## config.mk

```make
export PLATFORM = sky130hd
export DESIGN_NAME = timer_pair
export DESIGN_NICKNAME = d
export VERILOG_FILES = /design/src/shared/tc_pkg.sv /design/src/logic/timer_pair.sv /design/src/logic/tc_input_stage.sv
export SDC_FILE = /design/constraint.sdc
export NUM_CORES = 1
export LEC_CHECK = 0
export BUFFER_PORTS_ARGS = -buffer_cell sky130_fd_sc_hd__buf_4
export CAP_MARGIN = 10
export CORE_AREA = 2 2 92 94
export CTS_CLUSTER_SIZE = 25
export DETAILED_ROUTE_END_ITERATION = 7
export DIE_AREA = 0 0 94 96
export PLACE_DENSITY_LB_ADDON = 0.25
export SYNTH_ARGS = -nofsm -noshare
export SYNTH_HDL_FRONTEND = slang
export SYNTH_HIERARCHICAL = 1
export SYNTH_SLANG_ARGS = --single-unit
```

## constraint.sdc

```tcl
create_clock -name clk -period 2.45 [get_ports clk]
set_input_delay 0.1225 -clock clk [delete_from_list [all_inputs] [get_ports clk]]
set_output_delay 0.1225 -clock clk [all_outputs]
set_load 0.01 [all_outputs]
```

## src/shared/tc_pkg.sv

```systemverilog
// constants, field layouts and carrier types for the dual timer/counter
// assumes one 25 MHz clock domain and a plain byte-wide register port

package tc_pkg;

	////////////////////////////////////////////////////////////////////////
	// register port geometry and map
	localparam int ADDR_W = 4;
	localparam int DATA_W = 8;

	localparam logic [3:0] ADDR_MODE     = 4'h0;
	localparam logic [3:0] ADDR_RUN      = 4'h1;
	localparam logic [3:0] ADDR_PRESCALE = 4'h2;
	localparam logic [3:0] ADDR_T0_LOW   = 4'h3;
	localparam logic [3:0] ADDR_T0_HIGH  = 4'h4;
	localparam logic [3:0] ADDR_T1_LOW   = 4'h5;
	localparam logic [3:0] ADDR_T1_HIGH  = 4'h6;
	localparam logic [3:0] ADDR_STATUS   = 4'h7;
	localparam logic [3:0] ADDR_MASK     = 4'h8;

	////////////////////////////////////////////////////////////////////////
	// field positions
	localparam int RUN_FIRST_POS   = 0;
	localparam int RUN_SECOND_POS  = 1;
	localparam int FLAG_FIRST_POS  = 1 - 1;
	localparam int FLAG_SECOND_POS = 1;
	localparam int PRE_FIRST_POS   = 0;
	localparam int PRE_SECOND_POS  = 2;
	localparam int MODE0_LOW_BITS  = 5;

	////////////////////////////////////////////////////////////////////////
	// mode codes and reset values
	localparam logic [1:0] MODE_13BIT   = 2'h0;
	localparam logic [1:0] MODE_16BIT   = 2'h1;
	localparam logic [1:0] MODE_RELOAD8 = 2'h2;
	localparam logic [1:0] MODE_SPLIT   = 2'h3;

	localparam logic [1:0] PRESCALE_RESET = 2'h1;
	localparam logic [7:0] COUNT_RESET    = 8'h00;
	localparam logic [1:0] FLAGS_RESET    = 2'h0;
	localparam logic [1:0] MASK_RESET     = 2'h0;

	////////////////////////////////////////////////////////////////////////
	// carrier types
	typedef struct packed {
		logic       gate;
		logic       count_ext;
		logic [1:0] mode;
	} mode_cfg_s;

	typedef struct packed {
		logic [7:0] high;
		logic [7:0] low;
	} count_s;

	typedef struct packed {
		count_s cnt;
		logic   ovf;
	} step_s;

endpackage

```

## src/logic/timer_pair.sv

```systemverilog
// two timer/counters with 13/16-bit, 8-bit reload and split modes,
// byte-wide register port, sticky overflow flags and one interrupt line
// assumes count and gate pins are synchronous to clk

`timescale 1ns/1ns

// Summary of operation
// mode 1 counts the full 16 bits of high and low bytes.
// mode 2 counts low byte; overflow sets flag and reloads from high byte.
// the reload never alters the high byte; only software writes do.
// second timer in mode 3 holds its count as if stopped.
// first timer mode 3: low byte is an 8-bit counter with own controls.
// first timer mode 3: high byte times clock, runs on second run bit.
// with first in mode 3, second runs unless in mode 3; overflow feeds baud.
// mode codes: 00 13-bit, 01 16-bit, 10 8-bit reload, 11 split.
// counts only if run set and gate clear or gate pin high.
// counter/timer select picks count pin edges or internal clock.
// prescaler divides by 1, 2, 4 or 8; reset ratio is 1:2.
// every rollover to zero sets its overflow flag as an interrupt request, except the second timer's while the first is in mode 3.
module timer_pair (
	// clock and reset
	input  wire logic                       clk,
	input  wire logic                       rst,
	// register port
	input  wire logic [tc_pkg::ADDR_W-1:0]  addr,
	input  wire logic [tc_pkg::DATA_W-1:0]  wdata,
	input  wire logic                       wr,
	input  wire logic                       rd,
	output logic      [tc_pkg::DATA_W-1:0]  rdata,
	// external pins
	input  wire logic                       first_timer_count_pin,
	input  wire logic                       second_timer_count_pin,
	input  wire logic                       first_timer_gate_input,
	input  wire logic                       second_timer_gate_input,
	// interrupt and baud clock
	output logic                            irq,
	output logic                            baud_tick
);

	typedef struct packed {
		tc_pkg::mode_cfg_s cfg1;
		tc_pkg::mode_cfg_s cfg0;
		logic              first_timer_run_bit;
		logic              second_timer_run_bit;
		logic [1:0]        pre1;
		logic [1:0]        pre0;
		tc_pkg::count_s    t0;
		tc_pkg::count_s    t1;
		logic [1:0]        flags;
		logic [1:0]        mask;
		logic [7:0]        rdata;
		logic              irq;
		logic              baud;
	} regs_s;

	regs_s          q;
	regs_s          d;
	logic           tick0;
	logic           tick1;
	logic           tick_h;
	logic           split0;
	logic           en0;
	logic           en1;
	logic           inc0;
	logic           inc1;
	logic           inc_h;
	logic [8:0]     high_sum;
	logic           ovf_h;
	logic           set0;
	logic           set1;
	logic [1:0]     clr;
	tc_pkg::step_s  step0;
	tc_pkg::step_s  step1;

	////////////////////////////////////////////////////////////////////////
	// one counting step of a timer in modes 0..2, or the low half in mode 3
	function automatic tc_pkg::step_s count_step(
		input logic [1:0]     mode,
		input tc_pkg::count_s c
	);
		tc_pkg::step_s r;
		logic [5:0]    lo5;
		logic [8:0]    hi9;
		logic [8:0]    lo9;
		logic [16:0]   w17;
		r     = '0;
		r.cnt = c;
		lo5   = {1'b0, c.low[tc_pkg::MODE0_LOW_BITS-1:0]} + 6'h01;
		hi9   = {1'b0, c.high} + 9'h001;
		lo9   = {1'b0, c.low} + 9'h001;
		w17   = {1'b0, c.high, c.low} + 17'h00001;
		case (mode)
			tc_pkg::MODE_13BIT:
			begin
				// upper three low-byte bits are left as they are
				r.cnt.low[tc_pkg::MODE0_LOW_BITS-1:0] =
					lo5[tc_pkg::MODE0_LOW_BITS-1:0];
				if (lo5[tc_pkg::MODE0_LOW_BITS])
				begin
					r.cnt.high = hi9[7:0];
					r.ovf      = hi9[8];
				end
			end
			tc_pkg::MODE_16BIT:
			begin
				r.cnt.high = w17[15:8];
				r.cnt.low  = w17[7:0];
				r.ovf      = w17[16];
			end
			tc_pkg::MODE_RELOAD8:
			begin
				r.ovf     = lo9[8];
				// high byte is read only, never written back here
				r.cnt.low = lo9[8] ? c.high : lo9[7:0];
			end
			default:
			begin
				r.ovf     = lo9[8];
				r.cnt.low = lo9[7:0];
			end
		endcase
		return r;
	endfunction

	////////////////////////////////////////////////////////////////////////
	// count sources; the split high half always times the internal clock
	tc_input_stage #(
		.PRE_W(3)
	) u_src0 (
		.clk    (clk),
		.rst    (rst),
		.sel    (q.pre0),
		.use_pin(q.cfg0.count_ext),
		.pin    (first_timer_count_pin),
		.tick   (tick0)
	);

	tc_input_stage #(
		.PRE_W(3)
	) u_src1 (
		.clk    (clk),
		.rst    (rst),
		.sel    (q.pre1),
		.use_pin(q.cfg1.count_ext),
		.pin    (second_timer_count_pin),
		.tick   (tick1)
	);

	tc_input_stage #(
		.PRE_W(3)
	) u_src_high (
		.clk    (clk),
		.rst    (rst),
		.sel    (q.pre0),
		.use_pin(1'b0),
		.pin    (1'b0),
		.tick   (tick_h)
	);

	////////////////////////////////////////////////////////////////////////
	// counting
	always_comb
	begin
		split0 = (q.cfg0.mode == tc_pkg::MODE_SPLIT);
		en0    = q.first_timer_run_bit &
			(~q.cfg0.gate | first_timer_gate_input);
		// the second run bit belongs to the split high half meanwhile
		if (split0)
			en1 = (q.cfg1.mode != tc_pkg::MODE_SPLIT);
		else
			en1 = q.second_timer_run_bit &
				(~q.cfg1.gate | second_timer_gate_input) &
				(q.cfg1.mode != tc_pkg::MODE_SPLIT);
		inc0     = en0 & tick0;
		inc1     = en1 & tick1;
		inc_h    = split0 & q.second_timer_run_bit & tick_h;
		step0    = count_step(q.cfg0.mode, q.t0);
		step1    = count_step(q.cfg1.mode, q.t1);
		high_sum = {1'b0, q.t0.high} + 9'h001;
		ovf_h    = inc_h & high_sum[8];
		set0     = inc0 & step0.ovf;
		set1     = split0 ? ovf_h : (inc1 & step1.ovf);
	end

	////////////////////////////////////////////////////////////////////////
	// next state: counting first, then software writes win; a new flag beats its clear
	always_comb
	begin
		d      = q;
		d.baud = 1'b0;
		clr    = 2'h0;

		if (inc0)
			d.t0 = step0.cnt;
		if (inc_h)
			d.t0.high = high_sum[7:0];
		if (inc1)
		begin
			d.t1   = step1.cnt;
			d.baud = step1.ovf;
		end

		if (wr)
		begin
			case (addr)
				tc_pkg::ADDR_MODE:
				begin
					d.cfg0 = tc_pkg::mode_cfg_s'(wdata[3:0]);
					d.cfg1 = tc_pkg::mode_cfg_s'(wdata[7:4]);
				end
				tc_pkg::ADDR_RUN:
				begin
					// count registers are untouched by a run change
					d.first_timer_run_bit  =
						wdata[tc_pkg::RUN_FIRST_POS];
					d.second_timer_run_bit =
						wdata[tc_pkg::RUN_SECOND_POS];
				end
				tc_pkg::ADDR_PRESCALE:
				begin
					d.pre0 = wdata[tc_pkg::PRE_FIRST_POS +: 2];
					d.pre1 = wdata[tc_pkg::PRE_SECOND_POS +: 2];
				end
				tc_pkg::ADDR_T0_LOW:  d.t0.low  = wdata;
				tc_pkg::ADDR_T0_HIGH: d.t0.high = wdata;
				tc_pkg::ADDR_T1_LOW:  d.t1.low  = wdata;
				tc_pkg::ADDR_T1_HIGH: d.t1.high = wdata;
				tc_pkg::ADDR_STATUS:  clr       = wdata[1:0];
				tc_pkg::ADDR_MASK:    d.mask    = wdata[1:0];
				default:              d.mask    = q.mask;
			endcase
		end

		// a flag raised in the clearing cycle survives the clear
		d.flags = q.flags & ~clr;
		if (set0)
			d.flags[tc_pkg::FLAG_FIRST_POS] = 1'b1;
		if (set1)
			d.flags[tc_pkg::FLAG_SECOND_POS] = 1'b1;
		d.irq = |(d.flags & d.mask);

		d.rdata = 8'h00;
		if (rd)
		begin
			case (addr)
				tc_pkg::ADDR_MODE:     d.rdata = {q.cfg1, q.cfg0};
				tc_pkg::ADDR_RUN:
					d.rdata = {6'h00, q.second_timer_run_bit,
						q.first_timer_run_bit};
				tc_pkg::ADDR_PRESCALE: d.rdata = {4'h0, q.pre1, q.pre0};
				tc_pkg::ADDR_T0_LOW:   d.rdata = q.t0.low;
				tc_pkg::ADDR_T0_HIGH:  d.rdata = q.t0.high;
				tc_pkg::ADDR_T1_LOW:   d.rdata = q.t1.low;
				tc_pkg::ADDR_T1_HIGH:  d.rdata = q.t1.high;
				tc_pkg::ADDR_STATUS:   d.rdata = {6'h00, q.flags};
				tc_pkg::ADDR_MASK:     d.rdata = {6'h00, q.mask};
				default:               d.rdata = 8'h00;
			endcase
		end

		if (rst)
		begin
			d         = '0;
			d.pre0    = tc_pkg::PRESCALE_RESET;
			d.pre1    = tc_pkg::PRESCALE_RESET;
			d.t0.low  = tc_pkg::COUNT_RESET;
			d.t0.high = tc_pkg::COUNT_RESET;
			d.t1.low  = tc_pkg::COUNT_RESET;
			d.t1.high = tc_pkg::COUNT_RESET;
			d.flags   = tc_pkg::FLAGS_RESET;
			d.mask    = tc_pkg::MASK_RESET;
		end
	end

	always_ff @(posedge clk)
		q <= d;

	////////////////////////////////////////////////////////////////////////
	// outputs straight from the state register
	always_comb
	begin
		rdata     = q.rdata;
		irq       = q.irq;
		baud_tick = q.baud;
	end

endmodule

```

## src/logic/tc_input_stage.sv

```systemverilog
// count source of one timer: falling-edge detect of the count pin or the
// internal clock, followed by the 1/2/4/8 prescaler
// assumes the pin is already synchronous to clk

`timescale 1ns/1ns

module tc_input_stage #(
	parameter int PRE_W = 3
) (
	// clock and reset
	input  wire logic       clk,
	input  wire logic       rst,
	// configuration
	input  wire logic [1:0] sel,
	input  wire logic       use_pin,
	// count pin and resulting tick
	input  wire logic       pin,
	output logic            tick
);

	typedef struct packed {
		logic             pin_prev;
		logic [PRE_W-1:0] cnt;
	} stage_s;

	stage_s           q;
	stage_s           d;
	logic             ev;
	logic [PRE_W-1:0] div_mask;

	////////////////////////////////////////////////////////////////////////
	always_comb
	begin
		d        = q;
		div_mask = PRE_W'((PRE_W'(1) << sel) - PRE_W'(1));
		// a count pin event is a high-to-low transition
		ev       = use_pin ? (q.pin_prev & ~pin) : 1'b1;
		tick     = ev & ((q.cnt & div_mask) == div_mask);
		d.pin_prev = pin;
		if (ev)
			d.cnt = q.cnt + PRE_W'(1);
		if (rst)
			d = '0;
	end

	always_ff @(posedge clk)
		q <= d;

endmodule

```

==> results.py, run 1 <==
metrics = {
    "status": {
        "status": "completed",
    },
    "power": {
        "p_per_area_nw_per_um2": 480,
        "peakVddDrop_mv": 0.320,
        "power_frac_seq_pct": 48.3,
        "p_leak_nw": 1.90,
        "netSwitchingFraction_pct": 26.7,
        "switching_power_mw": 0.684,
        "p_clk_share_pct": 41.7,
        "p_int_mw": 1.88,
        "finalPower_mw": 2.56,
        "power_frac_comb_pct": 10.0,
    },
    "placement": {
        "dp_hpwl_microns": 10300,
        "routabilityCongestion": 0.989,
        "dp.cells": 704,
        "dpl_cell_area_sq_um": 5050,
        "portBuffers": 29,
    },
    "cts": {
        "clk_latency_ns": 0.36,
        "root_buffer": "clkbuf_8",
        "cts.sinks": 72,
        "path_clk_slew_ns": 0.08,
        "clockBufferDepth": 2,
        "cts_tree": "built",
        "htree_levels": 3,
        "cts_inserted_buffers": 9,
    },
    "worst_setup_path": {
        "rr_endpoint": "q[24]",
        "worst-setup-path-type": "in -> reg",
        "worstSetupEndpointType": "register",
        "worst-path-max-fanout": 9,
        "rr_worst_depth": 6,
        "cp-start-kind": "input port",
        "arrival_ns": 2.64,
        "timing.rr.start": "q[14]",
        "reg2reg_slack_ns": 0.13,
        "crit_required_ns": 2.70,
    },
    "floorplan": {
        "die_h_microns": 96,
        "die_area_sq_um": 9020,
        "die_w_microns": 94,
        "ios": 30,
        "core-area_sq_um": 8050,
        "start_util_pct": 58.9,
        "num_rows": 33,
    },
    "final_layout": {
        "layout.nets": 639,
        "area_delta_synth_final_pct": 12.6,
        "layout_commonest_cell": "dfxtp_1",
        "diodes": 0,
        "drive_above_1_share_pct": 17.5,
        "final_area_sq_um": 5340,
        "stdcell_count": 722,
        "mostFrequentLayoutCells": "dfxtp_1 (72), nor2_1 (55), buf_4 (50)",
    },
    "timing": {
        "worst_pin_slew_ns": 0.772,
        "fin_skew_ns": 0.0102,
        "hold_viol_final": 0,
        "slew_viol_final": 0,
        "max_freq_mhz": 417,
        "min_period_ns": 2.40,
        "maxSlewHeadroom_pct": 48.1,
        "grt_setup_unrepaired": "true",
        "min_period_over_period_pct": 97.8,
        "setup_viol": 0,
        "worst_hold_slack_ns": 0.0657,
    },
    "routing": {
        "wl_met1_microns": 6350,
        "firstDrtPassIters": 6,
        "initialDrtViolationCount": 571,
        "wl_met2_microns": 6530,
        "vias_per_cell": 6.87,
        "final_antenna_net_count": 0,
        "drc": 0,
        "vias": 4959,
        "routed_wirelength_microns": 14900,
        "drt-wirelength-per-cell_microns": 20.7,
        "route.met3.wl_microns": 1540,
        "top_layer": "met4",
    },
    "yosys": {
        "avgSynthCellArea_sq_um": 8.05,
        "synth_edf_count": 0,
        "synth_area_sq_um": 4740,
        "synthCells": 589,
        "yosysTopAreaCell": "dfxtp_1",
        "synth_seq_cells": 72,
        "netlist_top_cells_area": "dfxtp_1 (30%), a21oi_1 (4.6%), nor2_1 (4.4%), nand3_1 (3.9%), nand2_1 (3.5%)",
        "ys.flop_type": "dfxtp_1",
        "seq_area_frac_synth_pct": 30.4,
        "netlist.area_leader.share_pct": 30.4,
        "synth_async_sr_flop_share_pct": 0,
        "yosys_warnings": 6,
        "yosys.cell_types.count": 78,
    },
    "global_routing": {
        "antenna_found_initial": 0,
        "grt_pass1_wl_microns": 23400,
        "grt_max_degree": 70,
        "grt-ovfl-total": 0,
        "track_usage_pct": 33.9,
        "grt_pass1_vias": 4531,
    },
    "min_path": {
        "worstHoldStart": "wdata[4]",
        "min_to": "q[34]",
        "hp-class": "in -> reg",
        "min_path_cells": 3,
    },
    "flow_run": {
        "maxCapViolCount": 0,
    },
}
## worst max-delay path, cell delays in order
cell,delay [ns]
dlygate4sd3_1,0.54
buf_4,0.14
nand2b_4,0.16
a221oi_2,0.43
and3_1,0.25
a31oi_2,0.11
a211oi_2,0.40
a221oi_1,0.14
nor4_1,0.34
## worst max path at each step
stage	startpoint	end	slack, ns	cells after the start
2_1_floorplan	u_src0/q[3]	q[45]	0.35	7
4_1_cts	first_timer_count_pin	q[37]	0.03	9
5_1_grt	first_timer_count_pin	q[45]	-0.01	9
3_3_place_gp	u_src1/q[3]	q[26]	0.22	7
6_report	second_timer_count_pin	q[24]	0.05	9
3_5_place_dp	u_src1/q[3]	q[26]	0.15	7
## area by class of cell
cell class,count,area (sq um)
Multi-Input combinational cell,468,3120
Fill cell,672,2710
Sequential cell,72,1440
Timing Repair Buffer,52,395
Tap cell,105,131
Clock buffer,9,124
Clock inverter,7,93.8
Inverter,9,33.8
## metrics by stage
stage / TNS (ns) / utilization [%] / worst slack (ns)
global route: -0.0188 / 66.3 / -0.0113
detailed placement: 0 / 62.7 / 0.146
CTS: 0 / 65.5 / 0.0303
floorplan: 0 / - / 0.347
finish: 0 / 66.3 / 0.0529
global placement: 0 / 62.7 / 0.224
## timing repair
| action | CTS | global route |
|---|---|---|
| endpoints found under the setup margin | 0 | 12 |
| setup buffers | 0 | 0 |
| hold buffers | 1 | 1 |
| resized for setup | 0 | 9 |
| hold endpoints to repair | 1 | 1 |
## cells by family (layout without fill, tap and decap cells)
group,after synthesis,in the layout,synth area share (%)
buffers and inverters,56,77,5.51
and+or+nand+nor,251,251,28.7
muxes,22,22,5.36
xor gates and xnor gates,14,14,2.59
AOI/OAI and AO/OA,166,166,25.5
adders and majority gates,7,7,1.85
DFF,72,72,30.4
other,1,8,0.0791
## power groups by stage
stage                     Clock (mW)  Combinational, mW  Sequential [mW]
after floorplan                    0              0.163             1.25
after global placement             0              0.237             1.26
after detailed placement           0              0.243             1.26
after CTS                       1.07              0.246             1.23
after global routing            1.13              0.275             1.24
final                           1.07              0.257             1.24
## cells in the mapped netlist (all sizes together) (5+ instances only)
library cell  count
nor2             55
a311oi           11
mux2i            13
or3               7
nor4             10
nand3b            6
a21oi            44
and3             11
mux2              8
ha                7
nor2b            18
and4              6
a21o              5
and2              5
a211oi           13
nand3            38
nand4            15
nand2b            8
o21ai            21
a31oi             9
a221oi            9
nor3             13
clkbuf           24
inv               9
xnor2            12
nand2            45
dfxtp            72
buf              23
## flip-flops by register name, summed over array words and instances, names as in the netlist
register and flops:
baud_tick 1, q 50, rdata 8, irq 1, u_src0/q 4, u_src1/q 4
u_src_high/q 4
## per-layer routing
metal | GRT usage [%] | up-vias
li1 | - | 2249
met1 | 46.4 | 2345
met2 | 52.0 | 310
met3 | 6.73 | 55
met4 | 14.9 | 0
met5 | 0 | -
(Power assumes the default switching activity.)
==> run 2: changes to the inputs <==
Settings changed: CORE_AREA 2 2 92 94 to 2 2 118 74, DIE_AREA 0 0 94 96 to 0 0 120 76.
==> run 2 against run 1 <==
Compared with the run above:
- worst setup slack better by 0.034 ns
- worst hold slack worse by 0.065 ns
- die area grew 1.1%
- non-clock buffer count rose by 7
- register-to-register slack improved by 0.02 ns
- sequential share of layout area shrank 0.28 points
- design area grew 1.1%
- flip-flop and latch count unchanged
- critical endpoint is now irq
- largest cell class unchanged
- largest power group unchanged
==> results.py, run 2 (synthesis results as in run 1) <==
metrics = {
    "power": {
        "p_per_area_nw_per_um2": 497,
        "peakVddDrop_mv": 0.358,
        "p_leak_nw": 1.94,
    },
    "worst_setup_path": {
        "worstSetupEndpointType": "register",
        "crit_chain": "dlygate4sd3_1, buf_4, nand2b_4, a221oi_2, and3_1, a31o_2, o211ai_1, o221ai_1, o2bb2ai_1",
        "cp_slowest_stage_delay_ns": 0.53,
        "arrival_ns": 2.63,
        "reg2reg_slack_ns": 0.15,
        "cp-start-kind": "input port",
        "rr_endpoint": "q[37]",
        "cp.buffers_inverters": 2,
        "crit_family": "compound AO/OA/AOI/OAI gates",
        "worst-path-max-fanout": 10,
        "worst-setup-path-type": "in -> reg",
        "critPathSlowestCell": "dlygate4sd3_1",
        "timing.rr.start": "q[46]",
        "crit_required_ns": 2.72,
        "rr_worst_depth": 8,
    },
    "placement": {
        "portBuffers": 29,
        "dpl_cell_area_sq_um": 5110,
        "routabilityCongestion": 1.02,
        "dp_hpwl_microns": 11100,
    },
    "floorplan": {
        "num_rows": 26,
        "die_area_sq_um": 9120,
        "die_h_microns": 76,
        "die_w_microns": 120,
        "start_util_pct": 58.1,
        "core-area_sq_um": 8170,
        "ios": 30,
    },
    "routing": {
        "drt-wirelength-per-cell_microns": 20.9,
        "firstDrtPassIters": 6,
        "vias_per_cell": 6.81,
        "initialDrtViolationCount": 882,
        "vias": 5005,
        "routed_wirelength_microns": 15400,
        "final_antenna_net_count": 0,
        "drc": 0,
    },
    "final_layout": {
        "regArea_sq_um": 1440,
        "multi_input_area_sq_um": 3080,
        "largest_reg_flops": 50,
        "layout.nets": 646,
        "mostFrequentLayoutCells": "dfxtp_1 (72), buf_4 (58), nor2_1 (55)",
        "drive_above_1_share_pct": 17.2,
        "largest_register": "q",
        "layout_commonest_cell": "dfxtp_1",
        "diodes": 0,
        "area_delta_synth_final_pct": 13.7,
        "nFillCells": 706,
        "final_util_pct": 66.1,
        "final_area_sq_um": 5390,
    },
    "cts": {
        "cts_inserted_buffers": 9,
        "cts.sinks": 72,
        "clk_latency_ns": 0.35,
        "htree_levels": 3,
        "root_buffer": "clkbuf_16",
        "clockBufferDepth": 2,
        "cts_tree": "built",
        "path_clk_slew_ns": 0.06,
    },
    "flow_run": {
        "maxCapViolCount": 0,
    },
    "status": {
        "status": "completed",
    },
    "timing": {
        "fin_skew_ns": 0.00630,
        "maxSlewHeadroom_pct": 47.0,
        "max_freq_mhz": 423,
        "slew_viol_final": 0,
        "min_period_ns": 2.36,
        "grt_setup_unrepaired": "true",
        "hold_viol_final": 0,
        "finalSetupTns_ns": 0,
        "worst_hold_slack_ns": 0.00101,
        "worst_pin_slew_ns": 0.775,
        "min_period_over_period_pct": 96.4,
        "setup_viol": 0,
    },
    "global_routing": {
        "grt_max_degree": 38,
        "grt_pass1_vias": 4511,
        "antenna_found_initial": 0,
        "grt_pass1_wl_microns": 24300,
        "track_usage_pct": 34.1,
        "grt-ovfl-total": 0,
    },
    "min_path": {
        "worstHoldStart": "first_timer_count_pin",
        "hp-class": "in -> reg",
        "min_path_cells": 2,
        "min_to": "u_src0/q[3]",
    },
}
==> run 2: cell types whose count changed in the layout (fill, tap and decap cells not counted), sizes merged <==
cell	delta
buf	+8
clkinvlp	-1
clkbuf	+2
inv	-1
bufinv	-2
dlygate4sd3	-1
clkinv	+1
==> run 2: timing repair <==
item | 4_1_cts | 5_1_grt
setup endpoints to repair | 5 | 19
hold buffers | 1 | 0
pin swaps | 0 | 1
gates resized for setup | 1 | 1
endpoints found under the hold margin | 1 | 0
buffers inserted | 0 | 1
==> run 2: worst max path at each step <==
stage,start,end,cells after the start
floorplan,u_src0/q[3],q[45],7
global placement,q[48],q[19],9
detailed placement,q[48],q[17],8
CTS,second_timer_count_pin,irq,9
global route,second_timer_count_pin,irq,9
finish,second_timer_count_pin,irq,9
==> run 2: layout make-up <==
type                    count  share of cell area [%]
clock buffers              11                    4.31
clock inverters             4                   0.418
inverters                   9                   0.626
multi-input cells         468                    57.1
flip-flops and latches     72                    26.7
well taps                 112                    2.60
repair buffers             59                    8.26
==> run 2: power breakdown <==
part,leakage (nW),switching (mW),internal [mW]
registers,0.584,0.0355,1.20
clock network,0.125,0.508,0.674
logic,1.24,0.155,0.108
==> run 2: through the flow <==
step / worst slack (ns) / power (mW) / std cells
2_1_floorplan: 0.347 / 1.41 / 596
6_report: 0.0873 / 2.68 / 735
3_5_place_dp: -0.0790 / 1.51 / 718
3_3_place_gp: 0.0217 / 1.50 / 718
4_1_cts: 0.0799 / 2.68 / 734
5_1_grt: -0.0161 / 2.78 / 735
==> run 2: layer usage <==
layer | GRT usage [%] | share of wire [%]
met2 | 46.9 | 41
met5 | 0 | 0
met4 | 7.29 | 1.7
met3 | 12.3 | 15
met1 | 50.7 | 43
==> run 3: changes to the inputs <==
Settings changed: CTS_BUF_LIST set to sky130_fd_sc_hd__clkbuf_8 sky130_fd_sc_hd__clkbuf_16.
==> run 3 against run 2 <==
Compared with the run above:
- register-to-register slack worse by 0.03 ns
- routed wire length up 0.26%
- global-route usage did not move
- flip-flop and latch count did not move
- core utilization unchanged
- die area unchanged
- cell count stayed put
- fmax decreased by 0.19%
- critical path type unchanged
- largest cell class unchanged
- largest power group unchanged
- highest routed layer unchanged
==> results.py, run 3 (synthesis results as in run 1) <==
metrics = {
    "power": {
        "p_leak_nw": 1.95,
        "finalPower_mw": 2.67,
        "p_per_area_nw_per_um2": 496,
        "peakVddDrop_mv": 0.349,
    },
    "timing": {
        "min_period_over_period_pct": 96.6,
        "setup_viol": 0,
        "hold_viol_final": 0,
        "grt_setup_unrepaired": "true",
        "maxSlewHeadroom_pct": 40.4,
        "worst_slack_ns": 0.0828,
        "slew_viol_final": 0,
        "min_period_ns": 2.37,
        "worst_pin_slew_ns": 0.871,
        "max_freq_mhz": 422,
        "fin_skew_ns": 0.00698,
    },
    "cts": {
        "cts_inserted_buffers": 9,
        "clk_latency_ns": 0.35,
        "htree_levels": 3,
        "cts.sinks": 72,
        "root_buffer": "clkbuf_16",
        "path_clk_slew_ns": 0.06,
        "cts_tree": "built",
        "clockBufferDepth": 2,
    },
    "placement": {
        "dp_hpwl_microns": 11100,
        "dp.cells": 718,
        "pre_cts_slack_ns": -0.0790,
        "dpl_cell_area_sq_um": 5110,
        "portBuffers": 29,
        "routabilityCongestion": 1.02,
    },
    "worst_setup_path": {
        "worst-setup-path-type": "in -> reg",
        "worstSetupEndpointType": "register",
        "cp-start-kind": "input port",
        "critPathSlowestCell": "dlygate4sd3_1",
        "crit_chain": "dlygate4sd3_1, buf_4, nand2b_4, a221oi_2, and3_1, a31o_2, o211ai_1, o221ai_1, o2bb2ai_1",
        "arrival_ns": 2.64,
        "worst-path-max-fanout": 10,
        "crit_required_ns": 2.72,
        "cp_slowest_stage_delay_ns": 0.53,
    },
    "final_layout": {
        "nFillCells": 706,
        "drive_above_1_share_pct": 17.2,
        "regArea_sq_um": 1440,
        "layout.nets": 646,
        "diodes": 0,
        "largest_reg_flops": 50,
        "final_area_sq_um": 5390,
        "layout_commonest_cell": "dfxtp_1",
        "final_util_pct": 66.1,
        "stdcell_count": 735,
        "mostFrequentLayoutCells": "dfxtp_1 (72), buf_4 (58), nor2_1 (55)",
        "area_delta_synth_final_pct": 13.7,
        "largest_register": "q",
        "multi_input_area_sq_um": 3080,
    },
    "routing": {
        "drc": 0,
        "initialDrtViolationCount": 879,
        "firstDrtPassIters": 7,
        "vias_per_cell": 6.82,
        "drt-wirelength-per-cell_microns": 21.0,
        "vias": 5010,
        "routed_wirelength_microns": 15400,
        "final_antenna_net_count": 0,
    },
    "floorplan": {
        "num_rows": 26,
        "die_area_sq_um": 9120,
        "ios": 30,
        "die_w_microns": 120,
        "die_h_microns": 76,
        "core-area_sq_um": 8170,
        "start_util_pct": 58.1,
    },
    "global_routing": {
        "grt-ovfl-total": 0,
        "antenna_found_initial": 0,
        "grt.busiest_layer": "met1",
        "grt_use_met2_pct": 46.9,
        "track_usage_pct": 34.1,
        "grt_pass1_vias": 4511,
        "grt_use_met1_pct": 50.7,
        "grt_pass1_wl_microns": 24300,
        "grt_max_degree": 38,
        "use_met3_pct": 12.3,
    },
    "flow_run": {
        "maxCapViolCount": 0,
    },
    "min_path": {
        "hp-class": "in -> reg",
    },
    "status": {
        "status": "completed",
    },
}
-- run 3: cell types whose count changed in the layout (fill, tap and decap cells not counted), sizes merged --
cell,previous run,this run
clkbuf,11,9
inv,9,11
-- run 3: stage by stage --
stage / setup TNS (ns) / hold WS, ns
2_1_floorplan: 0 / 0.192
3_3_place_gp: 0 / 0.345
3_5_place_dp: -0.299 / 0.351
4_1_cts: 0 / 0.00331
5_1_grt: -0.0161 / 0.0193
6_report: 0 / 0.00258
-- run 3: metal layers --
metal  vias to the layer above  routed length (microns)
met3                        39                     2180
met4                         0                      245
li1                       2255                        -
met2                       339                     6260
met1                      2377                     6720
met5                         -                        0
-- run 3: where the power goes --
group,internal [mW],switching (mW),leakage [nW]
logic,0.108,0.155,1.24
registers,1.20,0.0355,0.584
clock network,0.666,0.508,0.133
total,1.97,0.699,1.95
-- run 3: cell type report --
type / count / area share [%]
timing repair buffer: 59 / 8.26
sequential: 72 / 26.7
clock buffer: 9 / 4.18
clock inverter: 6 / 0.557
tap: 112 / 2.60
multi-input combinational: 468 / 57.1
inverter: 9 / 0.626
-- run 3: worst max-delay path: cells and delay by family --
family / cells / cell delay, ns
simple gates: 2 / 0.39
compound gates: 5 / 1.46
buf+inv: 2 / 0.66
-- run 3: repair_timing --
item,in CTS,in global routing
hold buffers,1,0
setup buffers,0,1
hold endpoints to repair,1,0
gates resized for setup,1,1
setup endpoints to repair,5,19
pin swaps,0,1
-- run 3: worst paths after layout --
check,slack [ns],cells past startpoint,to,start
min,0.003,2,u_src0/q[3],first_timer_count_pin
max,0.08,9,irq,second_timer_count_pin
max reg2reg,0.12,8,q[37],q[46]
min reg2reg,0.49,2,u_src1/q[1],u_src1/q[1]
